$ cat src/hdl/bsspc_pkg.sv
// package: constants and carrier types for the soft-start and phase-configuration block
//
// How it works
// - after enable, wait 1.5 ms init, then ramp target to commanded level.
// - power good held low in soft start; high when regulated and ramp done.
// - once high, power good drops only on disable or on undervoltage, overvoltage or overcurrent shutdown.
// - at power-up, measure ramp-select resistor code to choose ramp duration.
// - ramp supply undervoltage only counts while enabled; ignored when disabled.
// - with no disabled phases, all eight drive channels run.
// - at power-up, a sense input above threshold disables its drive channel.
// - active channel set from power-up is readable as phase status.
// - floating voltage command input puts command buffer output in high impedance.
// - eight drive channels, each individually enabled, giving zero to eight phases.
package bsspc_pkg;
  localparam int CLK_MHZ = 50;
  localparam int INIT_TIME_US_X10 = 15000;
  localparam int INIT_CYCLES = INIT_TIME_US_X10 * CLK_MHZ / 10;
  localparam int RAMP_STEP_US = 1;
  localparam int RAMP_STEP_CYCLES = RAMP_STEP_US * CLK_MHZ;
  localparam int NUM_PHASES = 8;
  localparam int RSEL_W = 3;
  localparam int LEVEL_W = 8;
  localparam logic [7:0] PHASE_RESET = 8'hff;
  localparam logic [2:0] RSEL_RESET = 3'h0;
  localparam logic [7:0] LEVEL_RESET = 8'h00;

  typedef enum logic [2:0] {
    BSSPC_OFF = 3'b000,
    BSSPC_INIT = 3'b001,
    BSSPC_RAMP = 3'b010,
    BSSPC_SETTLE = 3'b011,
    BSSPC_GOOD = 3'b100,
    BSSPC_FAULT = 3'b101
  } bsspc_state_t;

  typedef struct packed {
    logic uvlo;
    logic ovp;
    logic ocp;
  } bsspc_fault_t;
endpackage

$ cat src/hdl/bsspc_sync.sv
// three-stage synchroniser with agreement filter for one pin
`timescale 1ns/10ps
`default_nettype none
module bsspc_sync #(
  parameter logic RESET_VAL = 1'b0
) (
  input wire logic clk_i,
  input wire logic rst_n_i,
  input wire logic pin_i,
  output logic level_o
);
  logic s1_q;
  logic s2_q;
  logic s3_q;
  logic level_q;
  always_ff @(posedge clk_i or negedge rst_n_i) begin
    if (!rst_n_i) begin
      s1_q <= RESET_VAL;
      s2_q <= RESET_VAL;
      s3_q <= RESET_VAL;
      level_q <= RESET_VAL;
    end else begin
      s1_q <= pin_i;
      s2_q <= s1_q;
      s3_q <= s2_q;
      if (s2_q == s3_q) begin
        level_q <= s3_q;
      end
    end
  end
  assign level_o = level_q;
endmodule
`default_nettype wire

$ cat src/hdl/bsspc_ramp.sv
// output target ramp generator: one step per tick, rate from latched ramp code
`timescale 1ns/10ps
`default_nettype none
module bsspc_ramp #(
  parameter int LEVEL_W = bsspc_pkg::LEVEL_W,
  parameter int STEP_CYCLES = bsspc_pkg::RAMP_STEP_CYCLES
) (
  input wire logic clk_i,
  input wire logic rst_n_i,
  input wire logic run_i,
  input wire logic [bsspc_pkg::RSEL_W-1:0] rsel_i,
  input wire logic [LEVEL_W-1:0] goal_i,
  output logic [LEVEL_W-1:0] level_o,
  output logic done_o
);
  logic [15:0] tick_q;
  logic [15:0] tick_d;
  logic [LEVEL_W-1:0] level_q;
  logic [15:0] period;
  wire tick_hit = (tick_q >= period);
  wire at_goal = (level_q == goal_i);
  // longer ramp code stretches the step period, doubling per code
  assign period = 16'(STEP_CYCLES) << rsel_i;
  assign tick_d = (!run_i || tick_hit) ? 16'h0000 : 16'(tick_q + 16'h0001);
  always_ff @(posedge clk_i or negedge rst_n_i) begin
    if (!rst_n_i) begin
      tick_q <= 16'h0000;
      level_q <= bsspc_pkg::LEVEL_RESET;
    end else begin
      tick_q <= tick_d;
      if (!run_i) begin
        level_q <= bsspc_pkg::LEVEL_RESET;
      end else if (tick_hit && !at_goal) begin
        level_q <= (level_q < goal_i) ? LEVEL_W'(level_q + 1'b1) : LEVEL_W'(level_q - 1'b1);
      end
    end
  end
  assign level_o = level_q;
  assign done_o = run_i && at_goal;
endmodule
`default_nettype wire

$ cat src/hdl/bsspc_top.sv
// soft-start sequencer, power-up phase detection and command buffer control
`timescale 1ns/10ps
`default_nettype none
module bsspc_top #(
  parameter int INIT_CYCLES = bsspc_pkg::INIT_CYCLES,
  parameter int NUM_PHASES = bsspc_pkg::NUM_PHASES,
  parameter int LEVEL_W = bsspc_pkg::LEVEL_W
) (
  input wire logic MCLK_I,
  input wire logic RST_N_I,
  input wire logic ENABLE_I,
  input wire logic [NUM_PHASES-1:0] PHASE_CURRENT_SENSE_POS_ABOVE_I,
  input wire logic [bsspc_pkg::RSEL_W-1:0] RAMP_TIME_SELECT_CODE_I,
  input wire logic [LEVEL_W-1:0] DUTY_VOLTAGE_COMMAND_LEVEL_I,
  input wire logic DUTY_VOLTAGE_COMMAND_FLOAT_I,
  input wire logic DUTY_VOLTAGE_COMMAND_I,
  input wire logic RAMP_SUPPLY_SENSE_LOW_I,
  input wire logic OVERVOLTAGE_I,
  input wire logic OVERCURRENT_I,
  input wire logic IN_REGULATION_I,
  output logic POWER_GOOD_OUT_O,
  output logic [NUM_PHASES-1:0] PHASE_DRIVE_ENABLE_O,
  output logic [NUM_PHASES-1:0] PHASE_STATUS_O,
  output logic [bsspc_pkg::RSEL_W-1:0] RAMP_SELECT_O,
  output logic [LEVEL_W-1:0] REFERENCE_TARGET_O,
  output logic COMMAND_BUFFER_OUT_O,
  output logic COMMAND_BUFFER_OE_O,
  output logic [2:0] FAULT_O
);
  ////////////////////////////////////////////////////////////////////////////
  // pin synchronisers
  logic en_s;
  logic float_s;
  logic cmd_s;
  logic uv_s;
  logic ov_s;
  logic oc_s;
  logic reg_s;
  logic [NUM_PHASES-1:0] csp_s;
  logic [bsspc_pkg::RSEL_W-1:0] rsel_s;

  bsspc_sync u_en (.clk_i(MCLK_I), .rst_n_i(RST_N_I), .pin_i(ENABLE_I), .level_o(en_s));
  bsspc_sync #(.RESET_VAL(1'b1)) u_flt (.clk_i(MCLK_I), .rst_n_i(RST_N_I),
    .pin_i(DUTY_VOLTAGE_COMMAND_FLOAT_I), .level_o(float_s));
  bsspc_sync u_cmd (.clk_i(MCLK_I), .rst_n_i(RST_N_I), .pin_i(DUTY_VOLTAGE_COMMAND_I),
    .level_o(cmd_s));
  bsspc_sync u_uv (.clk_i(MCLK_I), .rst_n_i(RST_N_I), .pin_i(RAMP_SUPPLY_SENSE_LOW_I),
    .level_o(uv_s));
  bsspc_sync u_ov (.clk_i(MCLK_I), .rst_n_i(RST_N_I), .pin_i(OVERVOLTAGE_I), .level_o(ov_s));
  bsspc_sync u_oc (.clk_i(MCLK_I), .rst_n_i(RST_N_I), .pin_i(OVERCURRENT_I), .level_o(oc_s));
  bsspc_sync u_rg (.clk_i(MCLK_I), .rst_n_i(RST_N_I), .pin_i(IN_REGULATION_I),
    .level_o(reg_s));

  genvar gi;
  generate
    for (gi = 0; gi < NUM_PHASES; gi++) begin : g_csp
      bsspc_sync u_csp (.clk_i(MCLK_I), .rst_n_i(RST_N_I),
        .pin_i(PHASE_CURRENT_SENSE_POS_ABOVE_I[gi]), .level_o(csp_s[gi]));
    end
    for (gi = 0; gi < bsspc_pkg::RSEL_W; gi++) begin : g_rsel
      bsspc_sync u_rs (.clk_i(MCLK_I), .rst_n_i(RST_N_I),
        .pin_i(RAMP_TIME_SELECT_CODE_I[gi]), .level_o(rsel_s[gi]));
    end
  endgenerate

  ////////////////////////////////////////////////////////////////////////////
  // power-up capture: wait for synchronisers to fill, then latch once
  logic [2:0] boot_cnt_q;
  logic boot_done_q;
  logic [NUM_PHASES-1:0] phase_q;
  logic [bsspc_pkg::RSEL_W-1:0] rsel_q;
  wire boot_take = !boot_done_q && (boot_cnt_q == 3'h7);

  always_ff @(posedge MCLK_I or negedge RST_N_I) begin
    if (!RST_N_I) begin
      boot_cnt_q <= 3'h0;
      boot_done_q <= 1'b0;
      phase_q <= bsspc_pkg::PHASE_RESET;
      rsel_q <= bsspc_pkg::RSEL_RESET;
    end else begin
      if (!boot_done_q) begin
        boot_cnt_q <= 3'(boot_cnt_q + 3'h1);
      end
      if (boot_take) begin
        boot_done_q <= 1'b1;
        phase_q <= ~csp_s;
        rsel_q <= rsel_s;
      end
    end
  end

  ////////////////////////////////////////////////////////////////////////////
  // fault detection
  // a supply undervoltage is meaningless while the block is disabled, so gate it with enable
  wire uvlo_act = en_s && uv_s;
  bsspc_pkg::bsspc_fault_t flt;
  assign flt.uvlo = uvlo_act;
  assign flt.ovp = ov_s;
  assign flt.ocp = oc_s;
  wire any_fault = flt.uvlo || flt.ovp || flt.ocp;

  ////////////////////////////////////////////////////////////////////////////
  // soft-start sequencer
  bsspc_pkg::bsspc_state_t st_q;
  bsspc_pkg::bsspc_state_t st_d;
  logic [31:0] init_cnt_q;
  logic [31:0] init_cnt_d;
  logic ramp_done;
  logic [LEVEL_W-1:0] level;
  logic [LEVEL_W-1:0] goal;
  wire init_end = (init_cnt_q >= 32'(INIT_CYCLES - 1));
  wire ramp_run = (st_q == bsspc_pkg::BSSPC_RAMP) || (st_q == bsspc_pkg::BSSPC_SETTLE) ||
    (st_q == bsspc_pkg::BSSPC_GOOD);

  // floating command boots to mid-scale
  assign goal = float_s ? LEVEL_W'(1 << (LEVEL_W - 1)) : DUTY_VOLTAGE_COMMAND_LEVEL_I;
  assign init_cnt_d = (st_q == bsspc_pkg::BSSPC_INIT) ? 32'(init_cnt_q + 32'h1) : 32'h0;

  always_comb begin
    st_d = st_q;
    unique case (st_q)
      bsspc_pkg::BSSPC_OFF: begin
        if (en_s && boot_done_q) begin
          st_d = bsspc_pkg::BSSPC_INIT;
        end
      end
      bsspc_pkg::BSSPC_INIT: begin
        if (!en_s) begin
          st_d = bsspc_pkg::BSSPC_OFF;
        end else if (any_fault) begin
          st_d = bsspc_pkg::BSSPC_FAULT;
        end else if (init_end) begin
          st_d = bsspc_pkg::BSSPC_RAMP;
        end
      end
      bsspc_pkg::BSSPC_RAMP: begin
        if (!en_s) begin
          st_d = bsspc_pkg::BSSPC_OFF;
        end else if (any_fault) begin
          st_d = bsspc_pkg::BSSPC_FAULT;
        end else if (ramp_done) begin
          st_d = bsspc_pkg::BSSPC_SETTLE;
        end
      end
      bsspc_pkg::BSSPC_SETTLE: begin
        if (!en_s) begin
          st_d = bsspc_pkg::BSSPC_OFF;
        end else if (any_fault) begin
          st_d = bsspc_pkg::BSSPC_FAULT;
        end else if (reg_s) begin
          st_d = bsspc_pkg::BSSPC_GOOD;
        end
      end
      bsspc_pkg::BSSPC_GOOD: begin
        // power good stays up through later command changes; only faults or disable drop it
        if (any_fault) begin
          st_d = bsspc_pkg::BSSPC_FAULT;
        end else if (!en_s) begin
          st_d = bsspc_pkg::BSSPC_OFF;
        end
      end
      bsspc_pkg::BSSPC_FAULT: begin
        // latched shutdown until enable is cycled
        if (!en_s) begin
          st_d = bsspc_pkg::BSSPC_OFF;
        end
      end
      default: st_d = bsspc_pkg::BSSPC_OFF;
    endcase
  end

  always_ff @(posedge MCLK_I or negedge RST_N_I) begin
    if (!RST_N_I) begin
      st_q <= bsspc_pkg::BSSPC_OFF;
      init_cnt_q <= 32'h0;
    end else begin
      st_q <= st_d;
      init_cnt_q <= init_cnt_d;
    end
  end

  bsspc_ramp #(.LEVEL_W(LEVEL_W)) u_ramp (
    .clk_i(MCLK_I),
    .rst_n_i(RST_N_I),
    .run_i(ramp_run),
    .rsel_i(rsel_q),
    .goal_i(goal),
    .level_o(level),
    .done_o(ramp_done)
  );

  ////////////////////////////////////////////////////////////////////////////
  // registered outputs
  wire drive_on = ramp_run;
  always_ff @(posedge MCLK_I or negedge RST_N_I) begin
    if (!RST_N_I) begin
      POWER_GOOD_OUT_O <= 1'b0;
      PHASE_DRIVE_ENABLE_O <= '0;
      PHASE_STATUS_O <= '0;
      RAMP_SELECT_O <= bsspc_pkg::RSEL_RESET;
      REFERENCE_TARGET_O <= bsspc_pkg::LEVEL_RESET;
      COMMAND_BUFFER_OUT_O <= 1'b0;
      COMMAND_BUFFER_OE_O <= 1'b0;
      FAULT_O <= 3'h0;
    end else begin
      POWER_GOOD_OUT_O <= (st_d == bsspc_pkg::BSSPC_GOOD);
      PHASE_DRIVE_ENABLE_O <= drive_on ? phase_q : '0;
      PHASE_STATUS_O <= boot_done_q ? phase_q : '0;
      RAMP_SELECT_O <= rsel_q;
      REFERENCE_TARGET_O <= level;
      COMMAND_BUFFER_OUT_O <= float_s ? 1'b0 : cmd_s;
      COMMAND_BUFFER_OE_O <= !float_s;
      if (st_q != bsspc_pkg::BSSPC_FAULT) begin
        FAULT_O <= flt;
      end
    end
  end
endmodule
`default_nettype wire

$ cat config.mk
export PLATFORM = sky130hd
export DESIGN_NAME = bsspc_top
export DESIGN_NICKNAME = d
export VERILOG_FILES = /design/src/hdl/bsspc_pkg.sv /design/src/hdl/bsspc_sync.sv /design/src/hdl/bsspc_ramp.sv /design/src/hdl/bsspc_top.sv
export SDC_FILE = /design/constraint.sdc
export NUM_CORES = 1
export LEC_CHECK = 0
export ABC_AREA = 1
export BUFFER_PORTS_ARGS = -buffer_cell sky130_fd_sc_hd__clkbuf_2
export CORE_UTILIZATION = 40
export CTS_CLUSTER_DIAMETER = 30
export DETAILED_ROUTE_END_ITERATION = 16
export GPL_TIMING_DRIVEN = 0
export HOLD_SLACK_MARGIN = 0.08
export REMOVE_ABC_BUFFERS = 1
export SKIP_CTS_REPAIR_TIMING = 1
export SYNTH_ARGS = -nofsm -noshare
export SYNTH_HDL_FRONTEND = slang
export SYNTH_SLANG_ARGS = --single-unit
$ cat constraint.sdc
create_clock -name MCLK_I -period 3.17 [get_ports MCLK_I]
set_input_delay 0.317 -clock MCLK_I [delete_from_list [all_inputs] [get_ports MCLK_I]]
set_output_delay 0.317 -clock MCLK_I [all_outputs]
set_load 0.05 [all_outputs]
==> results.yml, run 1 <==
status:
  status: "complete, no violations"
placed_design:
  dp_cells: 1112
  placed_area_um2: 8402
  place_hpwl_um: 10240
  io_buffers: 60
  gp_congestion: 0.8799
synthesis:
  synth_cell_types: 40
  yosys-top-cells-count: "174 x nand2_1, 167 x dfrtp_1, 107 x nor2_1"
  yosysTopAreaCellShare_pct: 53.73
  synth.most_common_cell: "nand2_1"
  synthTopCellsByArea: "dfrtp_1 54%, nand2_1 8.4%, ha_1 5.5%"
  synth_edf_count: 0
  synthFlopType: "dfrtp_1"
  avgSynthCellArea_um2: 9.722
  syn-instance-count: 800
  syn-cell-area_um2: 7777
  yosysSeqAreaShare_pct: 57.79
  async_reset_ff_share_pct: 100.0
  yosys.area.top_type: "dfrtp_1"
  ys_ff_latch: 179
  yosysWarnings: 0
layout:
  antennaDiodeCount: 0
  largest_register_ffs: 32
  reg.largest.list: "init_cnt_q: 32 flops, u_ramp.tick_q: 16 flops"
  drive_above_1_share_pct: 15.27
  final_cells: 1164
  fin_util_pct: 48.81
  final_area_um2: 9221
  syn2layout_area_growth_pct: 18.56
  regMostFlops: "init_cnt_q"
  nets: 954
detailed_routing:
  route.vias.total: 5345
  wl_um: 14210
  wl_per_cell_um: 12.21
  dr.pass1.iters: 5
  drc_errors: 0
  first_iter_violations: 320
  drtAntennaViolNets: 0
  via_per_inst: 4.592
sta:
  rsz0062_at_grt: "false"
  slew_viol_final: 0
  finalClockSkew_ps: 6.991
  period_share_pct: 89.53
  finalCriticalPeriod_ps: 2838
  hold_viol_final: 0
  tightest_slew_ps: 750.2
  max_freq_ghz: 0.3523
  setup_viol_count_final: 0
  slew_headroom_pct: 49.84
  hold_ws_ps: 344.4
global_routing:
  use_met3_pct: 3.949
  grt_overflow: 0
  busiest_layer: "met2"
  grt_pass1_wl_um: 23760
  use_met2_pct: 23.11
  antenna_found_initial: 0
  grt.total_usage_pct: 15.27
  grt_pass1_vias: 4999
  grt_max_degree: 94
  grtUsageMet1_pct: 20.93
worst_setup_path:
  max_stage_delay_ps: 570
  r2r-start: "u_flt.level_o"
  cp-end-kind: "flop"
  startpoint: "u_flt.level_o"
  reg2reg_slack_ps: 330
  critPathLaunchType: "flop"
  cp.required_ps: 3540
  crit_end: "u_ramp.level_o[7]"
  r2r_cells: 14
  crit_type: "flop to flop"
  arrival_ps: 3210
  rr_endpoint: "u_ramp.level_o[7]"
  critPathMaxFanout: 8
  cp_cell_sequence: "inv_1 > nand2_1 > ha_1 > a21o_1 > a21oi_1 > nand2_1 > ha_1 > a21oi_1 > o21ai_0 > a21oi_1 > inv_1 > nand3_1 > nand4_1 > nand2_1"
  cp_slowest_cell: "dfstp_2"
pwr:
  ir_drop_v: 0.0003776
  clkPwrFrac_pct: 37.6
  p_comb_share_pct: 16.6
  netSwitchingFraction_pct: 29.79
  leakagePower_nw: 4.390
  p_int_mw: 3.954
  power.share.sequential_pct: 45.8
  p_per_area_nw_per_um2: 610.7
  switching_power_mw: 1.677
floorplanning:
  die_x_um: 141.4
  fp.dieArea_um2: 20010
  rows: 50
  io_pins: 61
  fp.dieH_um: 141.4
  core_um2: 18890
  start_util_pct: 41.17
clocking:
  insertion_delay_ps: 430
  h-tree-depth: 4
  cts_root_buf: "clkbuf_16"
  cts.sink_count: 179
  cts_buffers: 17
  cts_buffer_depth: 2
  path_clk_slew_ps: 70
  cts_tree: "done"
hold_path:
  hp-class: "flop to flop"
job:
  drv_cap: 0
## worst max-delay path: cells and delay by family, from the launching register on
kind	cells	cell delay, ps
DFF	1	570
adders and majority gates	2	630
buffers and inverters	2	180
AOI/OAI and AO/OA	5	840
and+or+nand+nor	5	550
## cells by family after synthesis
group	synth area share (%)
simple gates	22.07
buf+inv	4.778
flops	57.79
xor+xnor	3.041
compound gates	4.231
fa+ha+maj	8.044
other cells	0.04822
## power groups by stage
stage / combinational, mW / clock, mW / sequential, mW
global placement: 0.862 / 0 / 2.62
finish: 0.933 / 2.12 / 2.58
CTS: 0.882 / 2.18 / 2.58
global route: 1.03 / 2.28 / 2.60
floorplan: 0.389 / 0 / 2.83
detailed placement: 0.880 / 0 / 2.62
## through the flow
stage	total power [mW]	TNS (ps)	setup slack, ps
5_1_grt	5.915	0	27.80
2_1_floorplan	3.220	0	635.7
3_3_place_gp	3.485	-250490	-1504
3_5_place_dp	3.504	0	341.6
6_report	5.631	0	331.9
4_1_cts	5.644	0	324.3
## how the worst min path moves through the flow
stage                                            start  slack [ps]             endpoint  cells past startpoint
after global placement             g_csp[2].u_csp.s1_q         330  g_csp[2].u_csp.s2_q                      0
after CTS                 DUTY_VOLTAGE_COMMAND_FLOAT_I         -40           u_flt.s1_q                      1
after detailed placement                     u_ov.s1_q         330            u_ov.s2_q                      0
after floorplan                                RST_N_I          20  COMMAND_BUFFER_OE_O                      0
after global routing               g_rsel[1].u_rs.s1_q         360  g_rsel[1].u_rs.s2_q                      0
final                              g_csp[4].u_csp.s1_q         340  g_csp[4].u_csp.s2_q                      0
## cell usage in the layout, fill, tap and decap left out, drive strengths merged, types with 2 or more instances in the layout
master       instances
nand2              183
dfrtp              167
nor2               117
inv                 93
clkbuf              80
ha                  34
nor3                29
nand3               26
a21oi               25
o21ai               21
dlygate4sd3         19
xor2                18
maj3                18
nand4               14
dfstp               12
xnor2                9
nor4                 5
clkinv               4
nor3b                4
nand3b               3
a21o                 3
o2111ai              2
o21bai               2
a31oi                2
a211oi               2
bufinv               2
buf                  2
conb                 2
## per-layer routing
metal / share of wire (%) / vias up
met4: 1.6 / 0
li1: - / 2746
met1: 50 / 2491
met5: 0 / -
met2: 45 / 89
met3: 3.1 / 19
## cell type report
| type | count | area [um^2] |
|---|---|---|
| clock buffer | 20 | 456.7 |
| clock inverter | 12 | 145.1 |
| fill | 1828 | 9672 |
| inverter | 88 | 330.3 |
| multi-input combinational | 524 | 2915 |
| sequential | 179 | 4494 |
| tap | 260 | 325.3 |
| timing repair buffer | 81 | 554.3 |
Power figures use the tool's default switching activity.
==> run 2: changes to the inputs <==
- CORE_UTILIZATION: 40 -> 50
- PLACE_DENSITY: unset -> 0.68
==> results.yml, run 2 (synthesized netlist as in run 1, its figures left out) <==
worst_setup_path:
  cp_slowest_cell: "dfstp_2"
  cp_top_family: "simple AND/OR/NAND/NOR gates"
  cp-end-kind: "flop"
  reg2reg_slack_ps: 320
  crit_type: "flop to flop"
  critPathLaunchType: "flop"
  arrival_ps: 3220
  r2r_cells: 14
  cp_cell_sequence: "inv_1 > nand2_1 > ha_1 > a21o_1 > a21oi_1 > nand2_1 > ha_1 > nand2_1 > nand3_1 > a21oi_1 > inv_1 > nand3_1 > nand4_1 > nand2_1"
  path_common_cell: "nand2_1"
  cp.required_ps: 3540
  crit_end: "u_ramp.level_o[7]"
  crit_buf_inv: 2
  cp.depth: 14
  max_stage_delay_ps: 570
  rr_endpoint: "u_ramp.level_o[7]"
  startpoint: "u_flt.level_o"
  critPathMaxFanout: 8
  r2r-start: "u_flt.level_o"
detailed_routing:
  wl_um: 13910
  drtAntennaViolNets: 0
  drc_errors: 0
  dr.pass1.iters: 5
  via_per_inst: 4.962
  first_iter_violations: 316
  wl_per_cell_um: 12.70
  route.vias.total: 5433
clocking:
  path_clk_slew_ps: 70
  h-tree-depth: 4
  cts_buffers: 17
  insertion_delay_ps: 420
  cts.sink_count: 179
  cts_tree: "done"
  cts_root_buf: "clkbuf_16"
  cts_buffer_depth: 2
pwr:
  p_per_area_nw_per_um2: 625.0
  p_int_mw: 4.024
  clkPwrFrac_pct: 38.7
  ir_drop_v: 0.0004401
  switching_power_mw: 1.728
  leakagePower_nw: 4.423
  netSwitchingFraction_pct: 30.04
  power.share.sequential_pct: 44.8
  p_comb_share_pct: 16.5
sta:
  finalWorstSetupSlack_ps: 319.5
  hold_ws_ps: 349.6
  period_share_pct: 89.92
  finalCriticalPeriod_ps: 2850
  finalClockSkew_ps: 6.340
  rsz0062_at_grt: "false"
  tightest_slew_ps: 678.0
  hold_viol_final: 0
  slew_viol_final: 0
  slew_headroom_pct: 54.69
  max_freq_ghz: 0.3508
  setup_viol_count_final: 0
floorplanning:
  start_util_pct: 51.16
  core_um2: 15200
  rows: 45
  io_pins: 61
  die_x_um: 126.7
  fp.dieH_um: 126.7
  fp.dieArea_um2: 16060
global_routing:
  grt.total_usage_pct: 19.30
  grt_max_degree: 101
  antenna_found_initial: 0
  grt_pass1_wl_um: 24160
  grt_overflow: 0
  grt_pass1_vias: 5103
placed_design:
  pre_cts_slack_ps: 305.5
  place_hpwl_um: 9796
  io_buffers: 60
  placed_area_um2: 8312
  gp_congestion: 0.9000
  dp_cells: 1040
layout:
  nets: 957
  fin_util_pct: 60.54
  regMostFlops: "init_cnt_q"
  most-common-layout-cells: "174 x nand2_1, 167 x dfrtp_1, 107 x nor2_1"
  antennaDiodeCount: 0
  layout_commonest_cell: "nand2_1"
  largest_register_ffs: 32
  drive_above_1_share_pct: 15.66
  final_area_um2: 9203
  reg.largest.list: "init_cnt_q: 32 flops, u_ramp.tick_q: 16 flops"
  final_cells: 1095
  syn2layout_area_growth_pct: 18.32
status:
  status: "complete, no violations"
job:
  drv_cap: 0
hold_path:
  hp-class: "flop to flop"
run 2: per-layer routing:
layer,track usage (%),part of all wire (%),vias to the layer above
met4,7.283,1.4,0
li1,-,-,2760
met5,0,0,-
met3,4.555,3.9,14
met1,26.60,47,2549
met2,29.87,47,110
run 2: worst min-delay path by stage:
stage                                   start  depth (start not counted)             endpoint  slack [ps]
after global routing                u_en.s1_q                          0            u_en.s2_q         360
final                     g_rsel[1].u_rs.s1_q                          0  g_rsel[1].u_rs.s2_q         350
after floorplan                       RST_N_I                          0  COMMAND_BUFFER_OE_O          20
after CTS                             RST_N_I                          1     u_ramp.tick_q[6]         -60
after detailed placement  g_csp[3].u_csp.s1_q                          0  g_csp[3].u_csp.s2_q         330
after global placement              u_oc.s1_q                          0            u_oc.s2_q         330
run 2: metrics by stage:
stage,total power [mW],TNS [ps]
after CTS,5.745,0
after detailed placement,3.501,0
after global routing,6.030,0
after global placement,3.479,-235220
after floorplan,3.220,0
final,5.752,0
run 2: area by class of cell:
cell class	instances	area [um^2]
Fill cell	1285	6000
Clock inverter	15	212.7
Timing Repair Buffer	84	589.3
Sequential cell	179	4494
Inverter	88	330.3
Multi-Input combinational cell	524	2915
Tap cell	188	235.2
Clock buffer	17	425.4
run 2: power by group through the flow:
stage / registers, mW / clock network [mW] / logic (mW)
floorplan: 2.83 / 0 / 0.389
global placement: 2.62 / 0 / 0.862
detailed placement: 2.62 / 0 / 0.883
CTS: 2.58 / 2.28 / 0.891
global route: 2.60 / 2.37 / 1.06
finish: 2.57 / 2.23 / 0.951
